File: src/verilog/phy_mgmt_defines.svh
// offsets, field positions and reset values of the port management registers
`ifndef PHY_MGMT_DEFINES_SVH
`define PHY_MGMT_DEFINES_SVH
`define PORT_COUNT 5
`define PORT_ADDR_FIRST 5'h01
`define PORT_ADDR_LAST 5'h05
`define REG_CONTROL 5'h00
`define REG_STATUS 5'h01
`define REG_ID_HIGH 5'h02
`define REG_ID_LOW 5'h03
`define REG_ADVERT 5'h04
`define REG_PARTNER 5'h05
`define CTL_SOFT_RESET 15
`define CTL_LOOPBACK 14
`define CTL_SPEED 13
`define CTL_AN_EN 12
`define CTL_POWER_DOWN 11
`define CTL_ISOLATE 10
`define CTL_AN_RESTART 9
`define CTL_FULL_DUPLEX 8
`define CTL_COL_TEST 7
`define CTL_FORCE_MDI 4
`define CTL_NO_AUTO_MDIX 3
`define CTL_NO_FEF 2
`define CTL_NO_TX 1
`define CTL_NO_LED 0
`define STS_T4 15
`define STS_CAPS_HI 14
`define STS_CAPS_LO 11
`define STS_PREAMBLE 6
`define STS_AN_DONE 5
`define STS_FEF 4
`define STS_AN_ABLE 3
`define STS_LINK 2
`define STS_JABBER 1
`define STS_EXT 0
`define STS_CAPS 4'hf
`define ADV_PAUSE 10
`define ABIL_HI 8
`define ABIL_LO 5
`define SEL_HI 4
`define SEL_LO 0
`define SELECTOR 5'h01
`define CTL_RST_SPEED 1'h1
`define CTL_RST_AN_EN 1'h1
`define ADV_RST_PAUSE 1'h1
`define ADV_RST_ABIL 4'hf
`endif

File: src/verilog/phy_mgmt_pkg.sv
// types shared by the port management register bank
package phy_mgmt_pkg;
  typedef struct packed {
    logic loopback;
    logic speed_100;
    logic autoneg_enable;
    logic power_down;
    logic autoneg_restart;
    logic full_duplex;
    logic force_mdi;
    logic no_auto_mdix;
    logic no_far_end_fault;
    logic no_transmit;
    logic no_led;
  } port_ctrl_t;
  typedef struct packed {
    logic link_up;
    logic autoneg_complete;
    logic far_end_fault;
    logic partner_pause;
    logic [3:0] partner_abil;
  } port_state_t;
  typedef struct packed {
    logic pause;
    logic [3:0] abil;
  } port_adv_t;
  typedef struct packed {
    logic write;
    logic [4:0] port_management_address;
    logic [4:0] register_index;
    logic [15:0] wdata;
  } mgmt_cmd_t;
  typedef enum logic [0:0] {
    ACC_IDLE = 1'b0,
    ACC_ANSWER = 1'b1
  } access_state_t;
endpackage

File: src/verilog/switch_port_phy_mgmt_regs.sv
// per-port transceiver management registers of a five-port switch
// Function
// - ports one to five answer addresses one-five
// - only register indexes zero to five exist
// - control bit 14 loops data back
// - control bit 13 selects 100 or 10
// - control bit 12 enables auto-negotiation
// - control bit 11 powers transceiver down
// - writing control bit 9 restarts negotiation
// - control bit 8 forces full duplex
// - control bit 4 forces straight MDI wiring
// - control bit 3 disables auto crossover
// - control bit 2 suppresses far-end fault detection
// - control bit 1 stops transmission
// - control bit 0 switches LEDs off
// - status capability bits 14-11 one, T4 zero
// - status bit 5 shows negotiation complete
// - status bit 4 shows far-end fault
// - status bit 3 one; bits 6,1,0 zero
// - registers 2,3 return fixed identifier
// - advertisement pause, abilities writable; selector 00001
// - partner register read-only, pause and abilities
`timescale 1ns/10ps
`include "phy_mgmt_defines.svh"
module switch_port_phy_mgmt_regs
  import phy_mgmt_pkg::*;
#(
  parameter logic [15:0] ID_HIGH = 16'h5a5a, // arbitrary value
  parameter logic [15:0] ID_LOW = 16'hc3c3 // arbitrary value
) (
  input wire logic mclk,
  input wire logic nrst,
  input wire logic mgmt_req,
  input wire mgmt_cmd_t mgmt_cmd,
  output logic mgmt_ack,
  output logic mgmt_hit,
  output logic [15:0] mgmt_rdata,
  input wire port_state_t [4:0] port_state,
  input wire logic [4:0] restart_begun,
  output port_ctrl_t [4:0] port_ctrl,
  output port_adv_t [4:0] port_adv
);

  // ------------------------------------------------------------
  // helpers
  // ------------------------------------------------------------
  function automatic logic addr_hit(input logic [4:0] a);
    return (a >= `PORT_ADDR_FIRST) && (a <= `PORT_ADDR_LAST);
  endfunction

  function automatic logic [2:0] slot(input logic [4:0] a);
    logic [4:0] d;
    d = a - `PORT_ADDR_FIRST;
    return d[2:0];
  endfunction

  function automatic logic [15:0] ctrl_word(input port_ctrl_t c);
    logic [15:0] w;
    w = 16'h0000;
    w[`CTL_LOOPBACK] = c.loopback;
    w[`CTL_SPEED] = c.speed_100;
    w[`CTL_AN_EN] = c.autoneg_enable;
    w[`CTL_POWER_DOWN] = c.power_down;
    w[`CTL_AN_RESTART] = c.autoneg_restart;
    w[`CTL_FULL_DUPLEX] = c.full_duplex;
    w[`CTL_FORCE_MDI] = c.force_mdi;
    w[`CTL_NO_AUTO_MDIX] = c.no_auto_mdix;
    w[`CTL_NO_FEF] = c.no_far_end_fault;
    w[`CTL_NO_TX] = c.no_transmit;
    w[`CTL_NO_LED] = c.no_led;
    return w;
  endfunction

  localparam port_ctrl_t CTRL_RESET = '{
    loopback: 1'b0,
    speed_100: `CTL_RST_SPEED,
    autoneg_enable: `CTL_RST_AN_EN,
    power_down: 1'b0,
    autoneg_restart: 1'b0,
    full_duplex: 1'b0,
    force_mdi: 1'b0,
    no_auto_mdix: 1'b0,
    no_far_end_fault: 1'b0,
    no_transmit: 1'b0,
    no_led: 1'b0
  };

  localparam port_adv_t ADV_RESET = '{
    pause: `ADV_RST_PAUSE,
    abil: `ADV_RST_ABIL
  };

  // ------------------------------------------------------------
  // request decode
  // ------------------------------------------------------------
  logic req_hit;
  logic [2:0] req_slot;
  logic [4:0] ctrl_wr;
  logic [4:0] adv_wr;

  assign req_hit = addr_hit(mgmt_cmd.port_management_address);
  assign req_slot = slot(mgmt_cmd.port_management_address);

  always_comb begin
    ctrl_wr = 5'h00;
    adv_wr = 5'h00;
    if (mgmt_req && mgmt_cmd.write && req_hit) begin
      if (mgmt_cmd.register_index == `REG_CONTROL) begin
        ctrl_wr[req_slot] = 1'b1;
      end
      // indexes other than control and advertisement are read-only or absent; writes fall away
      if (mgmt_cmd.register_index == `REG_ADVERT) begin
        adv_wr[req_slot] = 1'b1;
      end
    end
  end

  // ------------------------------------------------------------
  // per-port storage
  // ------------------------------------------------------------
  port_ctrl_t [4:0] ctrl_reg;
  port_ctrl_t [4:0] ctrl_next;
  port_adv_t [4:0] adv_reg;
  port_state_t [4:0] state_reg;

  for (genvar p = 0; p < `PORT_COUNT; p++) begin : g_port
    always_comb begin
      ctrl_next[p] = ctrl_reg[p];
      if (ctrl_wr[p]) begin
        ctrl_next[p].loopback = mgmt_cmd.wdata[`CTL_LOOPBACK];
        ctrl_next[p].speed_100 = mgmt_cmd.wdata[`CTL_SPEED];
        ctrl_next[p].autoneg_enable = mgmt_cmd.wdata[`CTL_AN_EN];
        ctrl_next[p].power_down = mgmt_cmd.wdata[`CTL_POWER_DOWN];
        ctrl_next[p].full_duplex = mgmt_cmd.wdata[`CTL_FULL_DUPLEX];
        ctrl_next[p].force_mdi = mgmt_cmd.wdata[`CTL_FORCE_MDI];
        ctrl_next[p].no_auto_mdix = mgmt_cmd.wdata[`CTL_NO_AUTO_MDIX];
        ctrl_next[p].no_far_end_fault = mgmt_cmd.wdata[`CTL_NO_FEF];
        ctrl_next[p].no_transmit = mgmt_cmd.wdata[`CTL_NO_TX];
        ctrl_next[p].no_led = mgmt_cmd.wdata[`CTL_NO_LED];
      end
      // clear on start first, so a new request in the same cycle wins
      if (restart_begun[p]) begin
        ctrl_next[p].autoneg_restart = 1'b0;
      end
      if (ctrl_wr[p] && mgmt_cmd.wdata[`CTL_AN_RESTART]) begin
        ctrl_next[p].autoneg_restart = 1'b1;
      end
    end

    always_ff @(posedge mclk or negedge nrst) begin
      if (!nrst) begin
        ctrl_reg[p] <= CTRL_RESET;
      end else begin
        ctrl_reg[p] <= ctrl_next[p];
      end
    end

    always_ff @(posedge mclk or negedge nrst) begin
      if (!nrst) begin
        adv_reg[p] <= ADV_RESET;
      end else if (adv_wr[p]) begin
        adv_reg[p].pause <= mgmt_cmd.wdata[`ADV_PAUSE];
        adv_reg[p].abil <= mgmt_cmd.wdata[`ABIL_HI:`ABIL_LO];
      end
    end

    // transceiver status is sampled so link reads zero out of reset
    always_ff @(posedge mclk or negedge nrst) begin
      if (!nrst) begin
        state_reg[p] <= '0;
      end else begin
        state_reg[p] <= port_state[p];
      end
    end
  end

  assign port_ctrl = ctrl_reg;
  assign port_adv = adv_reg;

  // ------------------------------------------------------------
  // read path
  // ------------------------------------------------------------
  logic [15:0] read_word;

  always_comb begin
    read_word = 16'h0000;
    if (req_hit) begin
      case (mgmt_cmd.register_index)
        `REG_CONTROL: begin
          read_word = ctrl_word(ctrl_reg[req_slot]);
        end
        `REG_STATUS: begin
          read_word[`STS_CAPS_HI:`STS_CAPS_LO] = `STS_CAPS;
          read_word[`STS_AN_DONE] = state_reg[req_slot].autoneg_complete;
          read_word[`STS_FEF] = state_reg[req_slot].far_end_fault
            & ~ctrl_reg[req_slot].no_far_end_fault;
          read_word[`STS_AN_ABLE] = 1'b1;
          read_word[`STS_LINK] = state_reg[req_slot].link_up;
        end
        `REG_ID_HIGH: begin
          read_word = ID_HIGH;
        end
        `REG_ID_LOW: begin
          read_word = ID_LOW;
        end
        `REG_ADVERT: begin
          read_word[`ADV_PAUSE] = adv_reg[req_slot].pause;
          read_word[`ABIL_HI:`ABIL_LO] = adv_reg[req_slot].abil;
          read_word[`SEL_HI:`SEL_LO] = `SELECTOR;
        end
        `REG_PARTNER: begin
          read_word[`ADV_PAUSE] = state_reg[req_slot].partner_pause;
          read_word[`ABIL_HI:`ABIL_LO] = state_reg[req_slot].partner_abil;
        end
        default: begin
          read_word = 16'h0000;
        end
      endcase
    end
  end

  // ------------------------------------------------------------
  // access sequencing
  // ------------------------------------------------------------
  access_state_t state_q;
  access_state_t state_d;
  logic hit_reg;
  logic [15:0] rdata_reg;

  always_comb begin
    unique case (state_q)
      ACC_IDLE: state_d = mgmt_req ? ACC_ANSWER : ACC_IDLE;
      ACC_ANSWER: state_d = mgmt_req ? ACC_ANSWER : ACC_IDLE;
    endcase
  end

  always_ff @(posedge mclk or negedge nrst) begin
    if (!nrst) begin
      state_q <= ACC_IDLE;
    end else begin
      state_q <= state_d;
    end
  end

  always_ff @(posedge mclk or negedge nrst) begin
    if (!nrst) begin
      hit_reg <= 1'b0;
      rdata_reg <= 16'h0000;
    end else if (mgmt_req) begin
      hit_reg <= req_hit;
      rdata_reg <= mgmt_cmd.write ? 16'h0000 : read_word;
    end
  end

  assign mgmt_ack = (state_q == ACC_ANSWER);
  assign mgmt_hit = hit_reg;
  assign mgmt_rdata = rdata_reg;

  // ------------------------------------------------------------
  // checks
  // ------------------------------------------------------------
  mgmt_cmd_t cmd_seen;
  logic read_seen;

  always_ff @(posedge mclk or negedge nrst) begin
    if (!nrst) begin
      cmd_seen <= '0;
      read_seen <= 1'b0;
    end else begin
      cmd_seen <= mgmt_cmd;
      read_seen <= mgmt_req && !mgmt_cmd.write;
    end
  end

  port_hit_a: assert property (@(posedge mclk) disable iff (!nrst)
    mgmt_req |=> mgmt_ack && (mgmt_hit == (cmd_seen.port_management_address >= 5'h01
      && cmd_seen.port_management_address <= 5'h05)))
    else $error("ack or address hit wrong");

  index_range_a: assert property (@(posedge mclk) disable iff (!nrst)
    read_seen && cmd_seen.register_index > 5'h05 |-> mgmt_rdata == 16'h0000)
    else $error("absent index read not zero");

  ctrl_fixed_a: assert property (@(posedge mclk) disable iff (!nrst)
    read_seen && cmd_seen.register_index == 5'h00
      |-> mgmt_rdata[15] == 1'b0 && mgmt_rdata[10] == 1'b0 && mgmt_rdata[7:5] == 3'h0)
    else $error("control fixed bits not zero");

  status_caps_a: assert property (@(posedge mclk) disable iff (!nrst)
    read_seen && mgmt_hit && cmd_seen.register_index == 5'h01
      |-> mgmt_rdata[15:11] == 5'h0f && mgmt_rdata[3] && mgmt_rdata[10:6] == 5'h00
        && mgmt_rdata[1:0] == 2'h0)
    else $error("status capability bits wrong");

  ident_a: assert property (@(posedge mclk) disable iff (!nrst)
    read_seen && mgmt_hit && cmd_seen.register_index == 5'h02 |-> mgmt_rdata == ID_HIGH)
    else $error("identifier high wrong");

  advert_sel_a: assert property (@(posedge mclk) disable iff (!nrst)
    read_seen && mgmt_hit && cmd_seen.register_index == 5'h04
      |-> mgmt_rdata[4:0] == 5'h01 && mgmt_rdata[15:11] == 5'h00)
    else $error("advertisement selector wrong");

  partner_zero_a: assert property (@(posedge mclk) disable iff (!nrst)
    read_seen && cmd_seen.register_index == 5'h05
      |-> mgmt_rdata[15:11] == 5'h00 && mgmt_rdata[9] == 1'b0 && mgmt_rdata[4:0] == 5'h00)
    else $error("partner reserved bits not zero");

  for (genvar q = 0; q < `PORT_COUNT; q++) begin : g_chk
    ctrl_write_a: assert property (@(posedge mclk) disable iff (!nrst)
      ctrl_wr[q] |=> port_ctrl[q].loopback == cmd_seen.wdata[14]
        && port_ctrl[q].speed_100 == cmd_seen.wdata[13]
        && port_ctrl[q].autoneg_enable == cmd_seen.wdata[12]
        && port_ctrl[q].power_down == cmd_seen.wdata[11]
        && port_ctrl[q].full_duplex == cmd_seen.wdata[8])
      else $error("control write not taken");

    ctrl_low_a: assert property (@(posedge mclk) disable iff (!nrst)
      ctrl_wr[q] |=> {port_ctrl[q].force_mdi, port_ctrl[q].no_auto_mdix,
        port_ctrl[q].no_far_end_fault, port_ctrl[q].no_transmit, port_ctrl[q].no_led}
        == cmd_seen.wdata[4:0])
      else $error("control low bits not taken");

    restart_set_a: assert property (@(posedge mclk) disable iff (!nrst)
      ctrl_wr[q] && mgmt_cmd.wdata[9] |=> port_ctrl[q].autoneg_restart)
      else $error("restart not requested");

    restart_clear_a: assert property (@(posedge mclk) disable iff (!nrst)
      restart_begun[q] && !ctrl_wr[q] |=> !port_ctrl[q].autoneg_restart)
      else $error("restart did not clear");

    link_follow_a: assert property (@(posedge mclk) disable iff (!nrst)
      mgmt_req && !mgmt_cmd.write && mgmt_cmd.register_index == 5'h01
        && mgmt_cmd.port_management_address == 5'(q + 1)
      |=> mgmt_rdata[2] == $past(state_reg[q].link_up)
        && mgmt_rdata[5] == $past(state_reg[q].autoneg_complete)
        && mgmt_rdata[4] == ($past(state_reg[q].far_end_fault)
          && !$past(ctrl_reg[q].no_far_end_fault)))
      else $error("status read does not follow port");
  end

endmodule

File: config.mk
export PLATFORM = sky130hd
export DESIGN_NAME = switch_port_phy_mgmt_regs
export DESIGN_NICKNAME = d
export VERILOG_FILES = /design/src/verilog/phy_mgmt_pkg.sv /design/src/verilog/switch_port_phy_mgmt_regs.sv
export VERILOG_INCLUDE_DIRS = /design/src /design/src/verilog
export SDC_FILE = /design/constraint.sdc
export NUM_CORES = 1
export LEC_CHECK = 0
export ABC_CLOCK_PERIOD_IN_PS = 2250
export BUFFER_PORTS_ARGS = -buffer_cell sky130_fd_sc_hd__buf_2
export CELL_PAD_IN_SITES_DETAIL_PLACEMENT = 1
export CELL_PAD_IN_SITES_GLOBAL_PLACEMENT = 2
export CORE_MARGIN = 1
export CORE_UTILIZATION = 37
export DETAILED_ROUTE_END_ITERATION = 8
export PLACE_DENSITY = 0.95
export SLEW_MARGIN = 20
export SYNTH_ARGS = -nofsm -noshare
export SYNTH_HDL_FRONTEND = slang
export SYNTH_SLANG_ARGS = --single-unit
File: constraint.sdc
create_clock -name mclk -period 2.25 [get_ports mclk]
set_clock_uncertainty 0.15 [all_clocks]
set_input_delay 0.225 -clock mclk [delete_from_list [all_inputs] [get_ports mclk]]
set_output_delay 0.225 -clock mclk [all_outputs]
set_load 0.05 [all_outputs]
==> impl_metrics.ini, run 1 <==
[status]
run_status = finished, final reports clean

[cells_and_area]
multi_input_area_mm2 = 0.00249
post_route_cells_drive_above_1_share_pct = 52.2
syn_to_final_growth_pct = 44.1
layout.nets = 816
regArea_mm2 = 0.00350
diodes = 0
largest_reg_flops = 55
fill_cells = 1677

[clock_tree]
cts.htree.levels = 4
cts.sinks = 138
clkTransAtPathRegs_ns = 0.06
cts_buffer_depth = 2
cts_made_buffers = 17
cts_tree = done
insertion_delay_ns = 0.43
cts_root_buf = clkbuf_16

[logic_synthesis]
syn_area_mm2 = 0.00613
synth_seq_cells = 138
synthTopCellsByArea = dfrtp_1, dfstp_2, mux2_2
synthArstFlopShare_pct = 100
syn_nets = 539
yosysMostFrequentCell = dfrtp_1
yosys_warnings = 0
synth-edff-count = 0
seq_area_frac_synth_pct = 57.0
ys_types = 57
syn_inst = 462
synth-main-ff-cell = dfrtp_1
syn_avg_cell_area_um2 = 13.3
yosysTopAreaCell = dfrtp_1
ys_top_cells_by_count = dfrtp_1, mux2_2, dfstp_2
synth_top_area_share_pct = 42.0

[setup_path]
end_kind = register
cpMostUsedCell = dlygate4sd3_1
cpPeakStageDelay_ns = 0.58
crit_fanout = 11
criticalPathCategory = input port to register
cp_slowest_cell = dlygate4sd3_1
ff2ff_path_depth = 5
cp-start-kind = input port
critPathArrivalTime_ns = 2.36
cp.required_ns = 2.46
path_cells = dlygate4sd3_1 > buf_2 > nand3_2 > or2_1 > nor2_2 > buf_12 > nand2_1 > o21ai_0 > dlygate4sd3_1

[grt]
antenna_found_initial = 0
grt_pass1_wl_um = 34300
grt_pass1_vias = 5823
track_usage_pct = 28.0
grt_max_degree = 58
grt_overflow = 0

[power]
pwr_density_cell_mw_per_mm2 = 695
ir_drop_uv = 662
p_leak_nw = 4.30
p_total_mw = 6.14

[timing]
finalCriticalPeriod_ns = 2.15
setup_viol = 0
hold_slack_ns = 0.0359
period_share_pct = 95.7
drv_slew = 0
tightest_slew_ns = 0.635
finalHoldViolCount = 0
rsz0062_at_grt = false
max_freq_mhz = 464
relSlewSlack_pct = 57.5

[detailed_routing]
ant_nets = 0
avgViaCountPerCell = 5.29
wl_per_cell_um = 23.0
vias = 5116
firstDrtPassIters = 5
drt-initial-drc-count = 294
wl_um = 22300
drc_errors = 0

[flow_run]
cap_viol_max_count = 0

[floorplanning]
initial_core_util_pct = 38.2
die_y_um = 131
die-area_mm2 = 0.0171
ioPinCount = 173
rows = 46
core-area_mm2 = 0.0161
die_w_um = 131

[hold_path]
whs_path_depth = 4
hold_path.class = input port to register

[placement]
gp_congestion = 0.812
numPortBuffers = 171
place_hpwl_um = 14900
layout make-up:
type / instances / share of cell area [%]
inverters: 10 / 0.425
multi-input cells: 289 / 28.2
repair buffers: 283 / 21.9
clock buffers: 19 / 5.01
well taps: 216 / 3.06
clock inverters: 12 / 1.85
flip-flops and latches: 138 / 39.6
cell families (layout without fill, tap and decap cells):
logic type | count (synthesis) | after routing | synth area share [%]
AO/OA/AOI/OAI | 88 | 88 | 9.75
XOR/XNOR | 2 | 2 | 0.530
adder cells (fa/ha/maj) | 2 | 2 | 0.408
buffers and inverters | 35 | 324 | 2.98
flip-flops | 138 | 138 | 57.0
multiplexers | 110 | 110 | 21.8
AND/OR/NAND/NOR | 87 | 87 | 7.57
where the power goes:
part / internal [mW] / total (mW) / switching (mW)
registers: 2.54 / 2.56 / 0.0233
clock network: 1.78 / 2.92 / 1.14
logic: 0.291 / 0.662 / 0.371
total: 4.61 / 6.14 / 1.53
path summary, 6_finish.rpt:
check | startpoint | to | slack (ns)
worst max-delay path | mgmt_req | port_ctrl[50] | 0.1
worst min-delay path | mgmt_cmd[19] | mgmt_rdata[0] | 0.04
worst max register to register | state_reg[6] | mgmt_rdata[5] | 0.38
worst min register to register | mgmt_hit | mgmt_hit | 0.33
max in group asynchronous | nrst | port_adv[10] | 1.03
min in group asynchronous | nrst | state_reg[15] | 0.22
critical path: cells and delay by family:
| family | cells | cell delay (ns) |
|---|---|---|
| AO/OA/AOI/OAI | 1 | 0.08 |
| AND/OR/NAND/NOR | 4 | 0.64 |
| buffers and inverters | 4 | 1.40 |
routing by layer:
layer | up-vias | track usage, % | routed length, um
met2 | 187 | 49.4 | 11700
met4 | 0 | 10.3 | 544
met5 | - | 0 | 0
li1 | 2249 | - | -
met3 | 32 | 7.37 | 1190
met1 | 2648 | 32.5 | 8800
stage by stage:
step / setup slack [ns] / area [um^2] / utilization (%) / instances / TNS [ns]
2_1_floorplan: 0.0306 / 6160 / - / 462 / 0
3_3_place_gp: -0.0426 / 7580 / 47.2 / 871 / -0.375
3_5_place_dp: -0.0987 / 7580 / 47.2 / 871 / -2.64
4_1_cts: 0.0354 / 8820 / 54.9 / 965 / 0
5_1_grt: 0.0235 / 8840 / 55.0 / 967 / 0
6_report: 0.0957 / 8840 / 55.0 / 967 / 0
repair_timing:
action	in CTS	in global routing
buffers inserted	0	2
hold buffers	63	0
endpoints found under the hold margin	166	0
endpoints found under the setup margin	0	1
gates resized for setup	0	2
cells in the final DEF (no fill, tap or decap), types with 6 or more instances in the layout:
cell type	instances
buf_2	170
dfrtp_1	103
mux2_2	70
dlygate4sd3_1	63
buf_4	43
dfstp_2	35
nand2_1	27
a21oi_1	20
mux2i_1	19
nor2_1	18
clkbuf_16	17
o2bb2ai_1	15
o21ai_0	14
mux2_4	14
inv_1	9
nand3_1	8
o22ai_1	8
a22oi_1	8
mux4_2	6
buf_12	6
No activity file was read; power rests on OpenSTA's default activity.
==> run 2: changes to the inputs <==
--- a/config.mk
+++ b/config.mk
@@ -10,2 +10,3 @@
 export BUFFER_PORTS_ARGS = -buffer_cell sky130_fd_sc_hd__buf_2
+export CAP_MARGIN = 20
 export CELL_PAD_IN_SITES_DETAIL_PLACEMENT = 1
==> constraint.sdc (replaced) <==
create_clock -name mclk -period 2.25 [get_ports mclk]
set_clock_uncertainty 0.15 [all_clocks]
set_input_delay 0.3375 -clock mclk [delete_from_list [all_inputs] [get_ports mclk]]
set_output_delay 0.3375 -clock mclk [all_outputs]
set_load 0.05 [all_outputs]
==> run 2 against run 1 <==
Effect of this change: the run now ends with negative setup slack left; global-route usage increased by 0.36 points; final cell count decreased by 0.72%; flip-flop and latch count unchanged; clock-buffer cell count unchanged; register-to-register slack improved by 0.05 ns; worst setup slack got worse by 0.11 ns; first-iteration DRC count increased by 18%; utilization decreased by 0.71 points; clock power decreased by 5%; non-clock buffer count decreased by 8; hold slack got worse by 0.00076 ns; critical path type unchanged; largest cell class unchanged.
==> impl_metrics.ini, run 2 (synthesized netlist as in run 1, its figures left out) <==
[placement]
place_hpwl_um = 15700
gp_congestion = 0.860
place_ws_ns = -0.425
numPortBuffers = 171
placed_cells = 881
place_area_mm2 = 0.00767

[timing]
fin_ws_ns = -0.0130
tightest_slew_ns = 0.626
max_freq_mhz = 442
fin_tns_setup_ns = -0.0130
finalCriticalPeriod_ns = 2.26
relSlewSlack_pct = 58.1
period_share_pct = 101
finalHoldViolCount = 0
drv_slew = 0
setup_viol = 1
rsz0062_at_grt = true
hold_slack_ns = 0.0352

[hold_path]
whs_path_depth = 3
hold_path.class = input port to register
hp-start = mgmt_cmd[9]
hold_path_end = port_ctrl[6]

[status]
run_status = finished, violations left
violations = negative setup slack

[grt]
antenna_found_initial = 0
grt_pass1_vias = 5817
grt_overflow = 0
grt_max_degree = 62
track_usage_pct = 28.3
grt_pass1_wl_um = 34400

[floorplanning]
die-area_mm2 = 0.0171
die_w_um = 131
rows = 46
ioPinCount = 173
die_y_um = 131
initial_core_util_pct = 38.2
core-area_mm2 = 0.0161

[detailed_routing]
ant_nets = 0
wl_um = 22600
drc_errors = 0
wl_per_cell_um = 23.6
firstDrtPassIters = 5
vias = 5209
drt-initial-drc-count = 347
avgViaCountPerCell = 5.43

[cells_and_area]
multi_input_area_mm2 = 0.00253
regArea_mm2 = 0.00350
final_area_mm2 = 0.00872
post-route-util_pct = 54.3
syn_to_final_growth_pct = 42.2
layout.nets = 808
largest_reg_flops = 55
fill_cells = 1677
final_cell_mix = buf_2, dfrtp_1, mux2_2
fin_cells = 960
post_route_cells_drive_above_1_share_pct = 53.8
diodes = 0
final_common_cell = buf_2

[power]
p_leak_nw = 4.25
p_total_mw = 5.97
pwr_density_cell_mw_per_mm2 = 684
ir_drop_uv = 557

[clock_tree]
cts_root_buf = clkbuf_16
cts_buffer_depth = 2
cts_made_buffers = 17
insertion_delay_ns = 0.43
cts.sinks = 138
clkTransAtPathRegs_ns = 0.06
cts_tree = done
cts.htree.levels = 4

[setup_path]
reg2reg_slack_ns = 0.43
cp.required_ns = 2.39
end_kind = register
critPathArrivalTime_ns = 2.41
r2r-start = port_ctrl[16]
criticalPathCategory = input port to register
ff2ff_path_depth = 5
cp-start-kind = input port
crit_start = mgmt_cmd[21]
crit_fanout = 10
rr_endpoint = mgmt_rdata[8]

[flow_run]
cap_viol_max_count = 0
-- run 2: cell count changes in the layout (fill, tap and decap cells not counted), sizes merged --
cell	delta
buf	+8
bufinv	-1
clkinv	+3
dlygate4sd3	-16
inv	-1
-- run 2: layout make-up --
cell class / instances / share of cell area [%]
Sequential cell: 138 / 40.1
Multi-Input combinational cell: 289 / 29.0
Timing Repair Buffer: 275 / 20.8
Clock buffer: 19 / 4.96
Tap cell: 216 / 3.10
Clock inverter: 13 / 1.65
Inverter: 10 / 0.430
-- run 2: worst max path at each step --
stage / slack (ns) / end
floorplan: -0.007 / port_ctrl[23]
global placement: -0.32 / port_ctrl[44]
detailed placement: -0.42 / mgmt_rdata[8]
CTS: 0.02 / mgmt_rdata[8]
global route: -0.06 / mgmt_rdata[8]
finish: -0.01 / mgmt_rdata[8]
-- run 2: metal layers --
layer / part of all wire, % / global-route usage (%)
met5: 0 / 0
met4: 3.2 / 12.6
met3: 5.5 / 5.90
met2: 52 / 49.4
met1: 40 / 33.7
-- run 2: where the power goes --
part,switching [mW],leakage [nW],internal [mW]
registers,0.0261,1.70,2.54
clock network,1.13,0.270,1.64
logic,0.370,2.28,0.270
-- run 2: what timing repair did --
action / 4_1_cts / 5_1_grt
gates resized for setup: 0 / 2
endpoints found under the hold margin: 85 / 0
setup buffers: 0 / 0
hold buffers: 47 / 0
setup endpoints to repair: 0 / 6
-- run 2: critical path, stage by stage --
cell      delay, ns
buf_2          0.10
inv_1          0.08
ha_4           0.29
buf_4          0.18
buf_4          0.21
mux2_2         0.35
a222oi_1       0.32
nor2_1         0.12
a211oi_1       0.27
o21ai_0        0.13
